==> config.mk <==
export PLATFORM = sky130hd
export DESIGN_NAME = sci_uart_receiver_wakeup
export DESIGN_NICKNAME = d
export VERILOG_FILES = /design/src/sci_pkg.sv /design/src/bit_vote.sv /design/src/rt_tick_gen.sv /design/src/sci_uart_receiver_wakeup.sv
export SDC_FILE = /design/constraint.sdc
export NUM_CORES = 1
export LEC_CHECK = 0
export ABC_AREA = 1
export BUFFER_PORTS_ARGS = -buffer_cell sky130_fd_sc_hd__buf_2
export CORE_ASPECT_RATIO = 0.75
export CORE_UTILIZATION = 40
export CTS_CLUSTER_SIZE = 8
export DETAILED_ROUTE_END_ITERATION = 8
export PLACE_DENSITY_LB_ADDON = 0.05
export REMOVE_ABC_BUFFERS = 1
export SLEW_MARGIN = 20
export SYNTH_ARGS = -nofsm -noshare
export SYNTH_HDL_FRONTEND = slang
export SYNTH_SLANG_ARGS = --single-unit
==> constraint.sdc <==
create_clock -name ref_clk -period 4.1 [get_ports ref_clk]
set_input_delay 0.205 -clock ref_clk [delete_from_list [all_inputs] [get_ports ref_clk]]
set_output_delay 0.205 -clock ref_clk [all_outputs]
set_load 0.05 [all_outputs]
==> src/sci_pkg.sv <==
// Constants, register map and types of the serial receiver block
package sci_pkg;
  // Register indices; the byte address is four times the index
  localparam logic [15:0] IDX_CTRL_ONE = 16'h102c;
  localparam logic [15:0] IDX_CTRL_TWO = 16'h102d;
  localparam logic [15:0] IDX_STATUS   = 16'h102e;
  localparam logic [15:0] IDX_DATA     = 16'h102f;
  localparam int          ADDR_W       = 18;

  localparam logic [7:0] CTRL_TWO_RST = 8'h00;
  localparam logic [7:0] STATUS_RST   = 8'hc0;

  // First control register fields
  localparam int C1_RX_NINTH  = 7;
  localparam int C1_TX_NINTH  = 6;
  localparam int C1_FRAME_LEN = 4;
  localparam int C1_WAKE      = 3;

  // Second control register fields
  localparam int C2_TX_EMPTY_IE = 7;
  localparam int C2_TX_DONE_IE  = 6;
  localparam int C2_RX_FULL_IE  = 5;
  localparam int C2_QUIET_IE    = 4;
  localparam int C2_TX_EN       = 3;
  localparam int C2_RX_EN       = 2;
  localparam int C2_SLEEP       = 1;
  localparam int C2_BREAK       = 0;

  // Status register fields
  localparam int ST_TX_EMPTY = 7;
  localparam int ST_TX_DONE  = 6;
  localparam int ST_RX_FULL  = 5;
  localparam int ST_IDLE     = 4;
  localparam int ST_OVERRUN  = 3;
  localparam int ST_NOISE    = 2;
  localparam int ST_FRAMING  = 1;

  // Sixteen sampling ticks per bit, votes at ticks 7, 8 and 9
  localparam logic [3:0] RT_VOTE_FIRST = 4'h7;
  localparam logic [3:0] RT_VOTE_MID   = 4'h8;
  localparam logic [3:0] RT_VOTE_LAST  = 4'h9;
  localparam logic [3:0] RT_BIT_END    = 4'hf;

  localparam logic [3:0] DATA_BITS_8  = 4'h8;
  localparam logic [3:0] DATA_BITS_9  = 4'h9;
  localparam logic [3:0] FRAME_BITS_8 = 4'ha;
  localparam logic [3:0] FRAME_BITS_9 = 4'hb;

  localparam int RT_DIV_DEFAULT = 4;

  typedef enum logic [1:0] {RX_IDLE, RX_START, RX_DATA, RX_STOP} rx_state_e;
endpackage : sci_pkg

==> src/bit_vote.sv <==
// Majority vote over three samples of one bit
`timescale 1ns/100ps
`default_nettype none
module bit_vote import sci_pkg::*; (
  input  wire logic [2:0] samples,
  output logic            value,
  output logic            noisy
);
  assign value = (samples[0] & samples[1]) | (samples[0] & samples[2]) | (samples[1] & samples[2]);
  // Anything but a unanimous decision counts as noise
  assign noisy = (samples != 3'h0) && (samples != 3'h7);
endmodule : bit_vote
`default_nettype wire

==> src/rt_tick_gen.sv <==
// Divider that makes the sixteen-times sampling tick
`timescale 1ns/100ps
`default_nettype none
module rt_tick_gen import sci_pkg::*; #(
  parameter int DIV = RT_DIV_DEFAULT
) (
  input  wire logic ref_clk,
  input  wire logic rst,
  output logic      rt_tick
);
  logic [15:0] div_cnt;

  always_ff @(posedge ref_clk) begin
    if (rst) begin
      div_cnt <= 16'h0000;
      rt_tick <= 1'b0;
    end else if (div_cnt == 16'(DIV - 1)) begin
      div_cnt <= 16'h0000;
      rt_tick <= 1'b1;
    end else begin
      div_cnt <= div_cnt + 16'h0001;
      rt_tick <= 1'b0;
    end
  end
endmodule : rt_tick_gen
`default_nettype wire

==> src/sci_uart_receiver_wakeup.sv <==
// Serial receiver with wakeup, control registers and small transmitter
//
// Overview of operation
// - Shift register fills a receive buffer; next character shifts in meanwhile.
// - Three samples per bit, majority vote decides value and cleanliness.
// - Sleep blocks full, idle, overrun, noise and framing flags; software may clear sleep.
// - Idle-line wakeup clears sleep when the line is seen idle.
// - Address-mark wakeup clears sleep before the stop bit of a marked character.
// - Marked characters carry seven or eight information bits plus a mark bit.
// - Completed character while buffer full sets overrun, drops it, keeps buffer.
// - Overrun clears by status read with it set, then data read.
// - Noise on any bit sets noise flag, only when buffer-full sets.
// - Stop bit not one sets framing flag together with buffer-full.
// - Framing plus overrun on one character reports only overrun.
// - Framing flag blocks further transfers into the buffer.
// - Framing flag clears by status read with it set, then data read.
// - Data register reads the receive buffer, writes the transmit buffer.
// - Ninth received bit at control one bit 7, ninth sent bit at 6.
// - Frame length select picks eight or nine data bits, one start, one stop.
// - Wake method select: zero idle line, one address mark.
// - Interrupt from enabled transmit empty, done, full or overrun, idle flags.
// - Transmit enable rising queues one idle character as preamble.
// - Receiver works only while receive enable is one.
// - Break write queues one break character; breaks continue while held.
// - Idle flag sets on idle line; again only after line activity.
// - Buffer-full clears by status read with it set, then data read.
// - Start bit zero after idle high, data LSB first, stop bit one.
// - Sampling clock is sixteen times the bit rate.
`timescale 1ns/100ps
`default_nettype none
module sci_uart_receiver_wakeup import sci_pkg::*; #(
  parameter int RT_DIV = RT_DIV_DEFAULT
) (
  input  wire logic              ref_clk,
  input  wire logic              rst,
  input  wire logic              psel,
  input  wire logic              penable,
  input  wire logic              pwrite,
  input  wire logic [ADDR_W-1:0] paddr,
  input  wire logic [31:0]       pwdata,
  output logic      [31:0]       prdata,
  output logic                   pready,
  output logic                   pslverr,
  input  wire logic              rxd,
  output logic                   txd,
  output logic                   irq
);
  function automatic logic is_reg(input logic [ADDR_W-1:0] addr, input logic [15:0] idx);
    return addr == {idx, 2'b00};
  endfunction : is_reg

  logic            acc;
  logic            rd_status;
  logic            rd_data;
  logic            wr_data;
  logic            wr_c1;
  logic            wr_c2;
  logic [7:0]      read_val;
  logic            tx_ninth_bit;
  logic            rx_ninth_bit;
  logic            frame_length_select;
  logic            rouse_method_sel;
  logic [7:0]      ctrl_two;
  logic [7:1]      status_flags;
  logic [7:1]      set_vec;
  logic [7:1]      clr_vec;
  logic [7:1]      seen;
  logic [7:0]      rx_buf;
  logic            rx_meta;
  logic            rx_sync;
  logic            rt_tick;
  rx_state_e       rx_state;
  logic [3:0]      rt_cnt;
  logic [3:0]      bit_idx;
  logic [8:0]      rx_sh;
  logic [1:0]      vote_sh;
  logic            frame_noise;
  logic            vote_val;
  logic            vote_noisy;
  logic            vote_now;
  logic            frame_done;
  logic            rx_take;
  logic            transfer;
  logic            am_event;
  logic            idle_event;
  logic            line_active;
  logic [7:0]      quiet_cnt;
  logic [3:0]      data_bits;
  logic [3:0]      frame_bits;
  logic [7:0]      frame_ticks;
  logic [7:0]      tx_buf;
  logic            buf_full;
  logic            te_d;
  logic            pre_pend;
  logic            brk_pend;
  logic [3:0]      tx_rt;
  logic [3:0]      tx_left;
  logic [10:0]     tx_sh;
  logic [10:0]     next_frame;
  logic            tx_boundary;
  logic            load_pre;
  logic            load_brk;
  logic            load_dat;
  logic            loading;

  wire tx_empty_flag = status_flags[ST_TX_EMPTY];
  wire tx_done_flag  = status_flags[ST_TX_DONE];
  wire rx_full_flag  = status_flags[ST_RX_FULL];
  wire line_idle     = status_flags[ST_IDLE];
  wire overrun_flag  = status_flags[ST_OVERRUN];
  wire framing_flag  = status_flags[ST_FRAMING];
  wire rx_sleep      = ctrl_two[C2_SLEEP];
  wire rx_enable     = ctrl_two[C2_RX_EN];
  wire tx_enable     = ctrl_two[C2_TX_EN];
  wire send_break    = ctrl_two[C2_BREAK];

  // Bus slave: one wait state, then the access completes
  assign acc       = psel & penable & pready;
  assign rd_status = acc & ~pwrite & is_reg(paddr, IDX_STATUS);
  assign rd_data   = acc & ~pwrite & is_reg(paddr, IDX_DATA);
  assign wr_data   = acc & pwrite & is_reg(paddr, IDX_DATA);
  assign wr_c1     = acc & pwrite & is_reg(paddr, IDX_CTRL_ONE);
  assign wr_c2     = acc & pwrite & is_reg(paddr, IDX_CTRL_TWO);

  always_comb begin
    read_val = 8'h00;
    if (is_reg(paddr, IDX_CTRL_ONE)) begin
      read_val = {rx_ninth_bit, tx_ninth_bit, 1'b0, frame_length_select, rouse_method_sel, 3'h0};
    end else if (is_reg(paddr, IDX_CTRL_TWO)) begin
      read_val = ctrl_two;
    end else if (is_reg(paddr, IDX_STATUS)) begin
      read_val = {status_flags, 1'b0};
    end else if (is_reg(paddr, IDX_DATA)) begin
      read_val = rx_buf;
    end
  end

  always_ff @(posedge ref_clk) begin
    if (rst) begin
      pready  <= 1'b0;
      prdata  <= 32'h0000_0000;
      pslverr <= 1'b0;
    end else begin
      pready <= psel & penable & ~pready;
      if (psel & penable & ~pready) begin
        prdata  <= {24'h00_0000, read_val};
        pslverr <= ~(is_reg(paddr, IDX_CTRL_ONE) | is_reg(paddr, IDX_CTRL_TWO)
                     | is_reg(paddr, IDX_STATUS) | is_reg(paddr, IDX_DATA));
      end
    end
  end

  always_ff @(posedge ref_clk) begin
    if (rst) begin
      tx_ninth_bit        <= 1'b0;
      frame_length_select <= 1'b0;
      rouse_method_sel    <= 1'b0;
    end else if (wr_c1) begin
      tx_ninth_bit        <= pwdata[C1_TX_NINTH];
      frame_length_select <= pwdata[C1_FRAME_LEN];
      rouse_method_sel    <= pwdata[C1_WAKE];
    end
  end

  // Software write wins over the hardware wakeup in the same cycle
  always_ff @(posedge ref_clk) begin
    if (rst) begin
      ctrl_two <= CTRL_TWO_RST;
    end else if (wr_c2) begin
      ctrl_two <= pwdata[7:0];
    end else if ((idle_event & ~rouse_method_sel) | am_event) begin
      ctrl_two[C2_SLEEP] <= 1'b0;
    end
  end

  // Receive line synchroniser and sampling tick
  always_ff @(posedge ref_clk) begin
    if (rst) begin
      rx_meta <= 1'b1;
      rx_sync <= 1'b1;
    end else begin
      rx_meta <= rxd;
      rx_sync <= rx_meta;
    end
  end

  rt_tick_gen #(.DIV(RT_DIV)) u_rt_tick (
    .ref_clk (ref_clk),
    .rst     (rst),
    .rt_tick (rt_tick)
  );

  bit_vote u_vote (
    .samples ({vote_sh, rx_sync}),
    .value   (vote_val),
    .noisy   (vote_noisy)
  );

  assign data_bits   = frame_length_select ? DATA_BITS_9 : DATA_BITS_8;
  assign frame_bits  = frame_length_select ? FRAME_BITS_9 : FRAME_BITS_8;
  assign frame_ticks = {frame_bits, 4'h0};
  assign vote_now    = rt_tick & rx_enable & (rt_cnt == RT_VOTE_LAST) & (rx_state != RX_IDLE);
  assign frame_done  = vote_now & (rx_state == RX_STOP);
  assign rx_take     = frame_done & ~rx_sleep;
  assign transfer    = rx_take & ~rx_full_flag & ~framing_flag;
  // The last data bit is the mark bit; wake before the stop bit arrives
  assign am_event    = vote_now & (rx_state == RX_DATA) & (bit_idx == data_bits - 4'h1)
                       & vote_val & rouse_method_sel;

  always_ff @(posedge ref_clk) begin
    if (rst) begin
      rx_state    <= RX_IDLE;
      rt_cnt      <= 4'h0;
      bit_idx     <= 4'h0;
      rx_sh       <= 9'h000;
      vote_sh     <= 2'h3;
      frame_noise <= 1'b0;
    end else if (!rx_enable) begin
      rx_state <= RX_IDLE;
      rt_cnt   <= 4'h0;
    end else if (rt_tick) begin
      rt_cnt <= rt_cnt + 4'h1;
      if (rt_cnt == RT_VOTE_FIRST || rt_cnt == RT_VOTE_MID) begin
        vote_sh <= {vote_sh[0], rx_sync};
      end
      case (rx_state)
        RX_IDLE: begin
          rt_cnt <= 4'h0;
          if (!rx_sync) begin
            rx_state    <= RX_START;
            rt_cnt      <= 4'h1;
            frame_noise <= 1'b0;
          end
        end
        RX_START: begin
          if (rt_cnt == RT_VOTE_LAST && vote_val) begin
            rx_state <= RX_IDLE;
            rt_cnt   <= 4'h0;
          end else begin
            if (rt_cnt == RT_VOTE_LAST) begin
              frame_noise <= vote_noisy;
            end
            if (rt_cnt == RT_BIT_END) begin
              rx_state <= RX_DATA;
              bit_idx  <= 4'h0;
            end
          end
        end
        RX_DATA: begin
          if (rt_cnt == RT_VOTE_LAST) begin
            rx_sh       <= {vote_val, rx_sh[8:1]};
            frame_noise <= frame_noise | vote_noisy;
          end
          if (rt_cnt == RT_BIT_END) begin
            if (bit_idx == data_bits - 4'h1) begin
              rx_state <= RX_STOP;
            end else begin
              bit_idx <= bit_idx + 4'h1;
            end
          end
        end
        RX_STOP: begin
          if (rt_cnt == RT_VOTE_LAST) begin
            rx_state <= RX_IDLE;
            rt_cnt   <= 4'h0;
          end
        end
        default: begin
          rx_state <= RX_IDLE;
        end
      endcase
    end
  end

  always_ff @(posedge ref_clk) begin
    if (rst) begin
      rx_buf       <= 8'h00;
      rx_ninth_bit <= 1'b0;
    end else if (transfer) begin
      rx_buf <= frame_length_select ? rx_sh[7:0] : rx_sh[8:1];
      if (frame_length_select) begin
        rx_ninth_bit <= rx_sh[8];
      end
    end
  end

  // Idle: one whole frame time of high line after activity
  assign idle_event = line_active & rt_tick & rx_enable & rx_sync & (rx_state == RX_IDLE)
                      & (quiet_cnt == frame_ticks - 8'h01);

  always_ff @(posedge ref_clk) begin
    if (rst || rx_state != RX_IDLE || !rx_sync || !rx_enable) begin
      quiet_cnt <= 8'h00;
    end else if (rt_tick && quiet_cnt != frame_ticks) begin
      quiet_cnt <= quiet_cnt + 8'h01;
    end
  end

  always_ff @(posedge ref_clk) begin
    if (rst) begin
      line_active <= 1'b0;
    end else if (rx_state == RX_START) begin
      line_active <= 1'b1;
    end else if (idle_event) begin
      line_active <= 1'b0;
    end
  end

  // Transmitter: preamble, break and data frames
  assign tx_boundary = rt_tick & (tx_rt == RT_BIT_END);

  always_comb begin
    load_pre = 1'b0;
    load_brk = 1'b0;
    load_dat = 1'b0;
    if (tx_boundary && tx_left == 4'h0 && tx_enable) begin
      if (pre_pend) begin
        load_pre = 1'b1;
      end else if (brk_pend || send_break) begin
        load_brk = 1'b1;
      end else if (buf_full) begin
        load_dat = 1'b1;
      end
    end
  end

  assign loading    = load_pre | load_brk | load_dat;
  assign next_frame = load_pre ? 11'h7ff :
                      load_brk ? 11'h000 :
                      {1'b1, frame_length_select ? tx_ninth_bit : 1'b1, tx_buf, 1'b0};

  always_ff @(posedge ref_clk) begin
    if (rst) begin
      te_d     <= 1'b0;
      pre_pend <= 1'b0;
      brk_pend <= 1'b0;
    end else begin
      te_d <= tx_enable;
      if (tx_enable && !te_d) begin
        pre_pend <= 1'b1;
      end else if (load_pre) begin
        pre_pend <= 1'b0;
      end
      if (wr_c2 && pwdata[C2_BREAK]) begin
        brk_pend <= 1'b1;
      end else if (load_brk) begin
        brk_pend <= 1'b0;
      end
    end
  end

  always_ff @(posedge ref_clk) begin
    if (rst) begin
      tx_buf   <= 8'h00;
      buf_full <= 1'b0;
    end else if (wr_data) begin
      tx_buf   <= pwdata[7:0];
      buf_full <= 1'b1;
    end else if (load_dat) begin
      buf_full <= 1'b0;
    end
  end

  always_ff @(posedge ref_clk) begin
    if (rst) begin
      tx_rt   <= 4'h0;
      tx_left <= 4'h0;
      tx_sh   <= 11'h7ff;
      txd     <= 1'b1;
    end else begin
      if (rt_tick) begin
        tx_rt <= tx_rt + 4'h1;
      end
      if (tx_boundary) begin
        if (tx_left != 4'h0) begin
          txd     <= tx_sh[0];
          tx_sh   <= tx_sh >> 1;
          tx_left <= tx_left - 4'h1;
        end else if (loading) begin
          txd     <= next_frame[0];
          tx_sh   <= next_frame >> 1;
          tx_left <= frame_bits - 4'h1;
        end else begin
          txd <= 1'b1;
        end
      end
    end
  end

  // Status flags: set beats clear in the same cycle
  always_comb begin
    set_vec              = '0;
    set_vec[ST_TX_EMPTY] = load_dat;
    set_vec[ST_TX_DONE]  = tx_boundary & (tx_left == 4'h0) & ~loading;
    set_vec[ST_RX_FULL]  = transfer;
    set_vec[ST_IDLE]     = idle_event & ~rx_sleep;
    set_vec[ST_OVERRUN]  = rx_take & rx_full_flag;
    set_vec[ST_NOISE]    = transfer & (frame_noise | vote_noisy);
    set_vec[ST_FRAMING]  = transfer & ~vote_val;
    clr_vec              = {{2{wr_data}}, {5{rd_data}}} & seen;
  end

  for (genvar i = 1; i < 8; i++) begin : g_flag
    always_ff @(posedge ref_clk) begin
      if (rst) begin
        status_flags[i] <= STATUS_RST[i];
      end else if (set_vec[i]) begin
        status_flags[i] <= 1'b1;
      end else if (clr_vec[i]) begin
        status_flags[i] <= 1'b0;
      end
    end
  end

  always_ff @(posedge ref_clk) begin
    if (rst) begin
      seen <= '0;
    end else if (rd_status) begin
      seen <= status_flags;
    end else if (rd_data || wr_data) begin
      seen <= '0;
    end
  end

  always_ff @(posedge ref_clk) begin
    if (rst) begin
      irq <= 1'b0;
    end else begin
      irq <= (tx_empty_flag & ctrl_two[C2_TX_EMPTY_IE]) | (tx_done_flag & ctrl_two[C2_TX_DONE_IE])
             | ((rx_full_flag | overrun_flag) & ctrl_two[C2_RX_FULL_IE])
             | (line_idle & ctrl_two[C2_QUIET_IE]);
    end
  end
endmodule : sci_uart_receiver_wakeup
`default_nettype wire
# Word level (Yosys, flattened, before mapping)
# Index checks and enable logic that the tools add are counted.
# W data, S select, Z words.
dict set report word_totals {
  inputBits 56
  regBits 127
  elab_cells 256
}
dict set report classes {
  eq_ne 27
  n_reduce_logical 46
  n_addsub 9
  mux 69
  bitwise 65
}
# operator n
set op_table {}
lappend op_table {{$eq A18 B15 Y1 const B} 4}
lappend op_table {{$mux W11} 4}
lappend op_table {{$and A1 B1 Y1} 41}
lappend op_table {{$mux W1} 40}
lappend op_table {{$mux W8} 5}
lappend op_table {{$mux W4} 8}
lappend op_table {{$reduce_bool A2 Y1} 14}
lappend op_table {{$add A16 B1 Y16 const B} 1}
lappend op_table {{$eq A16 B2 Y1 const B} 1}
lappend op_table {{$eq A4 B4 Y1 const B} 4}
lappend op_table {{$mux W7} 2}
lappend op_table {{$reduce_and A7 Y1} 2}
lappend op_table {{$or A1 B1 Y1} 13}
lappend op_table {{$add A4 B1 Y4 const B} 3}
lappend op_table {{$mux W2} 6}
lappend op_table {{$pmux W4 S3} 1}
lappend op_table {{$sub A4 B1 Y4 const B} 3}
lappend op_table {{$ne A2 B2 Y1 const B} 5}
lappend op_table {{$not A1 Y1} 10}
lappend op_table {{$add A8 B1 Y8 const B} 1}
lappend op_table {{$eq A8 B8 Y1} 1}
lappend op_table {{$ne A2 B1 Y1 const B} 4}
lappend op_table {{$ne A8 B8 Y1} 1}
lappend op_table {{$pmux W2 S4} 1}
lappend op_table {{21 further kinds} 41}

# Logic depth before layout (Yosys ltp)
# Gate-level depths: netlist of the first run.
dict set report logic_depth {
  depth_word 10
  mapped_depth 12
  ltp_nobuf 12
}

# By module
# A second synthesis of the first run with hierarchy kept.
dict set report hier_totals {
  cells_unflattened 933
  area_unflattened_um2 6580.1
}
# mod area_each_um2 seq_area_each_um2 instances cells_each
set by_module_without_submodules {}
lappend by_module_without_submodules {sci_uart_receiver_wakeup 5654.2 2202.1 1 794}
lappend by_module_without_submodules {rt_tick_gen 897.1 340.3 1 132}
lappend by_module_without_submodules {bit_vote 28.8 0.0 1 7}

# Worst setup path after synthesis of the first run
# OpenSTA, ideal clock, no wires.
dict set report synth_timing {
  kind {flip-flop to flip-flop}
  start {reg rx_state[0]}
  end {reg bit_idx[0]}
  slack_ps 2369
  n_path_buf 1
  t_arrival_ps 1610
  synth_period_minus_slack_ps 1731
  stages_incl_launch_ff 11
  cell_sequence {dfxtp_1 > inv_1 > ha_1 > clkbuf_1 > nor2_1 > nor2_1 > nand2_1 > nor2_1 > inv_1 > o21ai_0 > nor2_1}
}
dict set report synth_via {
  elab_chain_cells 3
}
# element line
set synth_lines {}
lappend synth_lines {{start: declaration} sci_uart_receiver_wakeup.sv:72} ;# rx_state_e rx_state;
lappend synth_lines {{start signal: assignment} sci_uart_receiver_wakeup.sv:212} ;# rx_state <= RX_IDLE;
lappend synth_lines {{start signal: assignment} sci_uart_receiver_wakeup.sv:219} ;# rx_state <= RX_IDLE;
lappend synth_lines {{start signal: assignment} sci_uart_receiver_wakeup.sv:230} ;# rx_state <= RX_START;
lappend synth_lines {{$eq A2 B1 Y1 / $eq A2 B2 Y1 (equally long branches)} sci_uart_receiver_wakeup.sv:226} ;# case (rx_state)
lappend synth_lines {{$ne A2 B2 Y1 (no line), or another cell as far along} n/a}
lappend synth_lines {{$reduce_and A7 Y1 (no line)} n/a}
lappend synth_lines {{end signal: assignment} sci_uart_receiver_wakeup.sv:258} ;# bit_idx <= bit_idx + 4'h1;
lappend synth_lines {{end: declaration} sci_uart_receiver_wakeup.sv:74} ;# logic [3:0] bit_idx;
# Parallel ways exist; a longest one is shown, timed or not.
# A chain may end at the register's enable or synchronous reset.

# Worst setup path in the final report of the first run
dict set report layout_timing {
  start {reg tx_left[0]}
  end {reg tx_sh[3]}
}
dict set report layout_via {
  elab_chain_cells 8
}
# element line
set layout_lines {}
lappend layout_lines {{start: declaration} sci_uart_receiver_wakeup.sv:97} ;# logic [3:0] tx_left;
lappend layout_lines {{start signal: assignment} sci_uart_receiver_wakeup.sv:378} ;# tx_left <= tx_left - 4'h1;
lappend layout_lines {{start signal: assignment} sci_uart_receiver_wakeup.sv:382} ;# tx_left <= frame_bits - 4'h1;
lappend layout_lines {{$logic_not A4 Y1} sci_uart_receiver_wakeup.sv:316} ;# if (tx_boundary && tx_left == 4'h0 && tx_enable) begin
lappend layout_lines {{$logic_and A1 B1 Y1 (2 in series)} sci_uart_receiver_wakeup.sv:316}
lappend layout_lines {{$mux W1} sci_uart_receiver_wakeup.sv:316}
lappend layout_lines {{$mux W11 / $or A1 B1 Y1 (equally long branches)} {sci_uart_receiver_wakeup.sv:329, sci_uart_receiver_wakeup.sv:327}}
lappend layout_lines {{$mux W11 / $or A1 B1 Y1 (equally long branches)} {sci_uart_receiver_wakeup.sv:328, sci_uart_receiver_wakeup.sv:327}}
lappend layout_lines {{$mux W11 / $reduce_bool A2 Y1 (equally long branches)} n/a}
lappend layout_lines {{$mux W11 / $reduce_and A2 Y1 (equally long branches)} n/a}
lappend layout_lines {{end signal: assignment} sci_uart_receiver_wakeup.sv:377} ;# tx_sh <= tx_sh >> 1;
lappend layout_lines {{end signal: assignment} sci_uart_receiver_wakeup.sv:381} ;# tx_sh <= next_frame >> 1;
lappend layout_lines {{end: declaration} sci_uart_receiver_wakeup.sv:98} ;# logic [10:0] tx_sh;
# Parallel ways exist; a longest one is shown, timed or not. The select of a mux whose other input is x is not followed.

==> results.sh, run 1 <==
export IMPL_required_ns=4.45
export IMPL_final_util_pct=47.3
export IMPL_numPortBuffers=43
export IMPL_num_vias=5894
export IMPL_clockBufferDepth=2
export IMPL_clk_pin_slew_ns=0.06
export IMPL_clkPwrFrac_pct=53.0
export IMPL_arrival_ns=2.61
export IMPL_rsz0062_at_grt="no"
export IMPL_place_ws_ns=1.85
export IMPL_startpoint="tx_left[0]"
export IMPL_critPathSlowestCell="a31oi_1"
export IMPL_fmax_ghz=0.443
export IMPL_syn_area_per_cell_um2=7.01
export IMPL_combPwrFrac_pct=4.9
export IMPL_maxCapViolations=0
export IMPL_ys_types=41
export IMPL_p_sw_share_pct=22.4
export IMPL_worst_pin_slew_ns=0.815
export IMPL_ys_ff_latch=127
export IMPL_worst_path_max_fanout=13
export IMPL_p_int_mw=2.31
export IMPL_nNetsFinal=1018
export IMPL_setup_tns_ns=0
export IMPL_ant_nets=0
export IMPL_p_switching_mw=0.666
export IMPL_drive_gt1_share_pct=10.9
export IMPL_die_area_um2=16400
export IMPL_final_max_slew_viol_count=0
export IMPL_start_util_pct=41.3
export IMPL_yosys_warnings=0
export IMPL_route_detailed_drc=0
export IMPL_htreeDepth=4
export IMPL_ys_dominant_reg_cell="dfxtp_1"
export IMPL_min_from="pwdata[3]"
export IMPL_status="completed"
export IMPL_final_hold_violation_count=0
export IMPL_fin_ws_ns=1.84
export IMPL_pwr_share_seq_pct=42.0
export IMPL_seqCellArea_um2=2540
export IMPL_critPathBufInv=2
export IMPL_synth_commonest_cells="nand2_1 (200), dfxtp_1 (127), nor2_1 (101), inv_1 (81), nand3_1 (79)"
export IMPL_areaGrowthSynthToFinish_pct=14.5
export IMPL_place_congestion=0.847
export IMPL_critical_path_class="flip-flop to flip-flop"
export IMPL_min_path_type="input port to flip-flop"
export IMPL_die_w_um=148
export IMPL_leakagePower_nw=3.05
export IMPL_worstPathCellList="inv_1 -> ha_1 -> inv_1 -> nor2_1 -> nand2_1 -> a31oi_1 -> nand2_1 -> nand2_1 -> nand3_1 -> nand3_1"
export IMPL_async_flop_share_pct=0
export IMPL_synth_top_area_share_pct=40.0
export IMPL_cts_made_buffers=17
export IMPL_fin_skew_ns=0.00877
export IMPL_cts_root_buffer="clkbuf_16"
export IMPL_yosys_top_cells_area="dfxtp_1 (40%), nand2_1 (12%), nand3_1 (6.2%), a21oi_1 (6.1%), nor2_1 (6.0%)"
export IMPL_irDropWorstVdd_mv=0.251
export IMPL_yosysMostFrequentCell="nand2_1"
export IMPL_drtPass1Iterations=4
export IMPL_wirelength_mm=15.5
export IMPL_synth_area_um2=6350
export IMPL_start_kind="flip-flop"
export IMPL_dpl_hpwl_mm=11.3
export IMPL_grt_remaining_overflow=0
export IMPL_finalSetupViolCount=0
export IMPL_die_h_um=111
export IMPL_clkLatencyLatePin_ns=0.42
export IMPL_clock_sinks=127
export IMPL_period_minus_slack_ns=2.26
export IMPL_yosysTopAreaCell="dfxtp_1"
export IMPL_worst_path_most_repeated_cell="nand2_1"
export IMPL_grt_usage_pct=20.0
export IMPL_first_global_vias=5364
export IMPL_rows=39
export IMPL_core_area_um2=15400
export IMPL_post_cts_setup_buffers=0
export IMPL_avgViaCountPerCell=5.07
export IMPL_multi_input_area_um2=3280
export IMPL_end_kind="flip-flop"
export IMPL_fill_cells=1564
export IMPL_n_antenna_cell=0
export IMPL_wire_per_inst_um=13.4
export IMPL_power_density_nw_per_um2=410
export IMPL_grt_max_degree=53
export IMPL_post_cts_resized=0
export IMPL_drtIter0Drc=361
export IMPL_max_stage_delay_ns=0.74
export IMPL_cts_tree="yes"
export IMPL_grt_pass1_wl_mm=26.1
export IMPL_max_slew_margin_pct=45.4
export IMPL_synth_edf_count=0
export IMPL_synthCells=906
export IMPL_cp_top_family="simple AND/OR/NAND/NOR gates"
export IMPL_finalCritPeriodShare_pct=55.1
export IMPL_rr_startpoint="tx_left[0]"
export IMPL_io_pins=92
export IMPL_antenna_found_initial=0
export IMPL_synth_seq_area_share_pct=40.0
==> per-stage QoR <==
step / hold slack (ns) / area [um^2] / std cells / total power, mW
2_1_floorplan: 0.274 / 6140 / 880 / 1.38
3_3_place_gp: 0.392 / 6640 / 1132 / 1.42
3_5_place_dp: 0.395 / 6640 / 1132 / 1.42
4_1_cts: 0.0424 / 7270 / 1163 / 3.01
5_1_grt: 0.0680 / 7270 / 1163 / 3.08
6_report: 0.0655 / 7270 / 1163 / 2.98
==> logic make-up (layout without fill, tap and decap cells) <==
family	Yosys count	count (layout)	synth area share (%)
simple gates	456	456	32.2
compound gates	165	165	14.0
buf+inv	134	163	9.71
flops	127	127	40.0
fa+ha+maj	15	15	2.96
xor+xnor	8	8	1.10
other cells	1	24	0.0590
==> registers in the layout (all words and copies together), names as in the netlist, 2 cells and up, named ones only <==
register           count
u_rt_tick.div_cnt     16
tx_sh                 11
rx_sh                  9
ctrl_two               8
prdata                 8
quiet_cnt              8
rx_buf                 8
tx_buf                 8
seen                   7
bit_idx                4
rt_cnt                 4
tx_left                4
tx_rt                  4
vote_sh                2
==> layout by cell type, fill, tap and decap left out, types with 3 or more instances in the layout <==
cell type   synthesis  layout
a21oi_1            78      78
a31oi_1            12      12
buf_2               4      43
buf_4              25       4
bufinv_16           0       4
clkbuf_16           0      17
clkinv_2            0       3
clkinvlp_4          0       4
conb_1              1      24
dfxtp_1           127     127
ha_1               15      15
inv_1              81      81
nand2_1           200     200
nand3_1            79      79
nand3b_1            3       3
nand4_1            21      21
nor2_1            101     101
nor2_2              3       3
nor3_1             22      22
nor4_1              4       4
o211ai_1            6       6
o21a_1              7       7
o21ai_0            57      57
or2_2              10      10
xor2_1              6       6
==> path summary, 6_finish.rpt <==
kind                      end  slack [ns]  cells past startpoint
hold reg to reg       rx_sync        0.43                      1
hold / removal    ctrl_two[3]        0.07                      3
setup / recovery     tx_sh[3]        1.84                     10
setup reg to reg     tx_sh[3]        1.84                     10
==> area by class of cell <==
class	instances	share of cell area, %
multi-input combinational	668	45.1
tap	205	3.53
sequential	127	35.0
clock buffer	19	6.23
timing repair buffer	48	3.51
clock inverter	11	2.27
inverter	85	4.39
==> worst register-to-register path: stages (launching register included) <==
cell     delay (ns)
dfxtp_1        0.31
inv_1          0.07
ha_1           0.18
inv_1          0.09
nor2_1         0.08
nand2_1        0.30
a31oi_1        0.74
nand2_1        0.18
nand2_1        0.09
nand3_1        0.06
nand3_1        0.08
==> power by group through the flow <==
stage	registers, mW	logic, mW	clock network [mW]
floorplan	1.29	0.0903	0
global placement	1.28	0.146	0
detailed placement	1.28	0.147	0
CTS	1.25	0.148	1.61
global route	1.25	0.162	1.67
finish	1.25	0.147	1.58
==> repair_timing <==
item | CTS | global route
endpoints found under the setup margin | 0 | 0
hold buffers | 1 | 0
hold endpoints to repair | 1 | 0
==> per-layer routing <==
layer	track usage, %	up-vias	part of all wire [%]
li1	-	3036	-
met1	28.7	2708	52
met2	29.1	132	42
met3	4.86	18	4.6
met4	6.46	0	1.4
met5	0	-	0
Power figures use the tool's default switching activity.
==> run 2: changes to the inputs <==
==> constraint.sdc (replaced) <==
create_clock -name ref_clk -period 2.3 [get_ports ref_clk]
set_input_delay 0.115 -clock ref_clk [delete_from_list [all_inputs] [get_ports ref_clk]]
set_output_delay 0.115 -clock ref_clk [all_outputs]
set_load 0.05 [all_outputs]
==> run 2 against run 1 <==
Net effect: non-clock buffer count up 19; flip-flop and latch count unchanged; clock power up 72%; sequential power up 78%; die area unchanged; design area up 2.1%; register-to-register slack worse by 1.5 ns; via count up 1.5%; routed wire length up 2.4%.
==> results.sh, run 2 (synthesis results as in run 1) <==
export IMPL_core_area_um2=15400
export IMPL_n_antenna_cell=0
export IMPL_die_h_um=111
export IMPL_fin_skew_ns=0.00475
export IMPL_wirelength_mm=15.9
export IMPL_layout_cells_non_filler=1184
export IMPL_leakagePower_nw=3.12
export IMPL_clk_pin_slew_ns=0.05
export IMPL_rsz0062_at_grt="no"
export IMPL_wire_per_inst_um=13.4
export IMPL_avgViaCountPerCell=5.05
export IMPL_drtIter0Drc=456
export IMPL_largest_reg_flops=16
export IMPL_grt_util_met1_pct=30.6
export IMPL_cts_tree="yes"
export IMPL_fill_cells=1554
export IMPL_maxCapViolations=0
export IMPL_fmax_ghz=0.504
export IMPL_worst_path_max_fanout=18
export IMPL_clkLatencyLatePin_ns=0.41
export IMPL_pwr_share_seq_pct=42.7
export IMPL_place_congestion=0.876
export IMPL_clkPwrFrac_pct=52.0
export IMPL_whs_ns=0.0379
export IMPL_p_int_mw=4.01
export IMPL_layout_commonest_cell="nand2_1"
export IMPL_clockBufferDepth=2
export IMPL_finalSetupViolCount=0
export IMPL_required_ns=2.65
export IMPL_io_pins=92
export IMPL_nNetsFinal=1037
export IMPL_seqCellArea_um2=2540
export IMPL_grt_usage_pct=20.6
export IMPL_p_switching_mw=1.21
export IMPL_start_kind="flip-flop"
export IMPL_grt_pass1_wl_mm=26.8
export IMPL_die_area_um2=16400
export IMPL_max_slew_margin_pct=45.7
export IMPL_combPwrFrac_pct=5.3
export IMPL_numPortBuffers=43
export IMPL_final_hold_violation_count=0
export IMPL_antenna_found_initial=0
export IMPL_final_max_slew_viol_count=0
export IMPL_grt_max_degree=46
export IMPL_use_met2_pct=29.0
export IMPL_p_sw_share_pct=23.2
export IMPL_end_kind="flip-flop"
export IMPL_startpoint="tx_rt[0]"
export IMPL_finalCritPeriodShare_pct=86.3
export IMPL_multi_input_area_um2=3280
export IMPL_areaGrowthSynthToFinish_pct=16.8
export IMPL_power_density_nw_per_um2=704
export IMPL_first_global_vias=5406
export IMPL_whs_path_depth=3
export IMPL_drtPass1Iterations=5
export IMPL_largest_register="u_rt_tick.div_cnt"
export IMPL_irDropWorstVdd_mv=0.520
export IMPL_placedCellCount=1144
export IMPL_setup_tns_ns=0
export IMPL_htreeDepth=4
export IMPL_ant_nets=0
export IMPL_min_from="pwdata[1]"
export IMPL_grt_busiest_layer="met1"
export IMPL_rr_startpoint="tx_rt[0]"
export IMPL_min_path_type="input port to flip-flop"
export IMPL_arrival_ns=2.34
export IMPL_power_mw=5.23
export IMPL_worst_pin_slew_ns=0.811
export IMPL_period_minus_slack_ns=1.99
export IMPL_r2r_cells=9
export IMPL_final_cell_mix="nand2_1 (200), dfxtp_1 (127), nor2_1 (101)"
export IMPL_placed_area_um2=6730
export IMPL_largestRegisters="u_rt_tick.div_cnt x16, tx_sh x11, rx_sh x9"
export IMPL_num_vias=5983
export IMPL_cts_made_buffers=17
export IMPL_status="completed"
export IMPL_dpl_hpwl_mm=11.8
export IMPL_use_met3_pct=4.81
export IMPL_cts_root_buffer="clkbuf_16"
export IMPL_fin_area_um2=7420
export IMPL_die_w_um=148
export IMPL_rows=39
export IMPL_drive_gt1_share_pct=12.0
export IMPL_clock_sinks=127
export IMPL_grt_remaining_overflow=0
export IMPL_critical_path_class="flip-flop to flip-flop"
export IMPL_start_util_pct=41.3
export IMPL_route_detailed_drc=0
export IMPL_r2r_slack_ns=0.31
run 2: per-layer routing:
layer	part of all wire (%)	vias to the layer above
met1	54	2750
met2	41	145
met3	4.4	8
met5	0	-
li1	-	3080
met4	0.79	0
run 2: layout make-up:
cell class / instances / share of cell area [%]
Clock buffer: 19 / 5.97
Clock inverter: 13 / 2.23
Inverter: 85 / 4.30
Multi-Input combinational cell: 668 / 44.2
Sequential cell: 127 / 34.3
Tap cell: 205 / 3.46
Timing Repair Buffer: 67 / 5.60
run 2: final timing paths:
check                     end
hold / removal    ctrl_two[1]
setup / recovery     tx_sh[8]
setup reg to reg     tx_sh[8]
hold reg to reg       rx_sync
run 2: power groups by stage:
stage	clock [mW]	combinational [mW]	sequential (mW)
after CTS	2.79	0.279	2.23
after detailed placement	0	0.268	2.28
final	2.72	0.278	2.23
after floorplan	0	0.161	2.30
after global placement	0	0.266	2.28
after global routing	2.89	0.302	2.23
run 2: critical path, cell delays in order (launching register included):
cell,delay [ns]
dfxtp_1,0.33
ha_1,0.24
nand3_2,0.14
nor2_8,0.04
buf_4,0.20
a31oi_1,0.61
nand2_1,0.12
nand2_1,0.09
nand3_1,0.06
nand3_1,0.08
run 2: what timing repair did:
item                      CTS  global route
hold endpoints to repair   15             0
resized for setup           0             0
hold buffers                8             0
buffers inserted            0             0
run 2: through the flow:
step	setup slack [ns]	util, %
after global routing	0.0548	48.3
after floorplan	0.402	-
final	0.315	48.3
after detailed placement	0.312	43.8
after CTS	0.291	48.3
after global placement	0.352	43.8
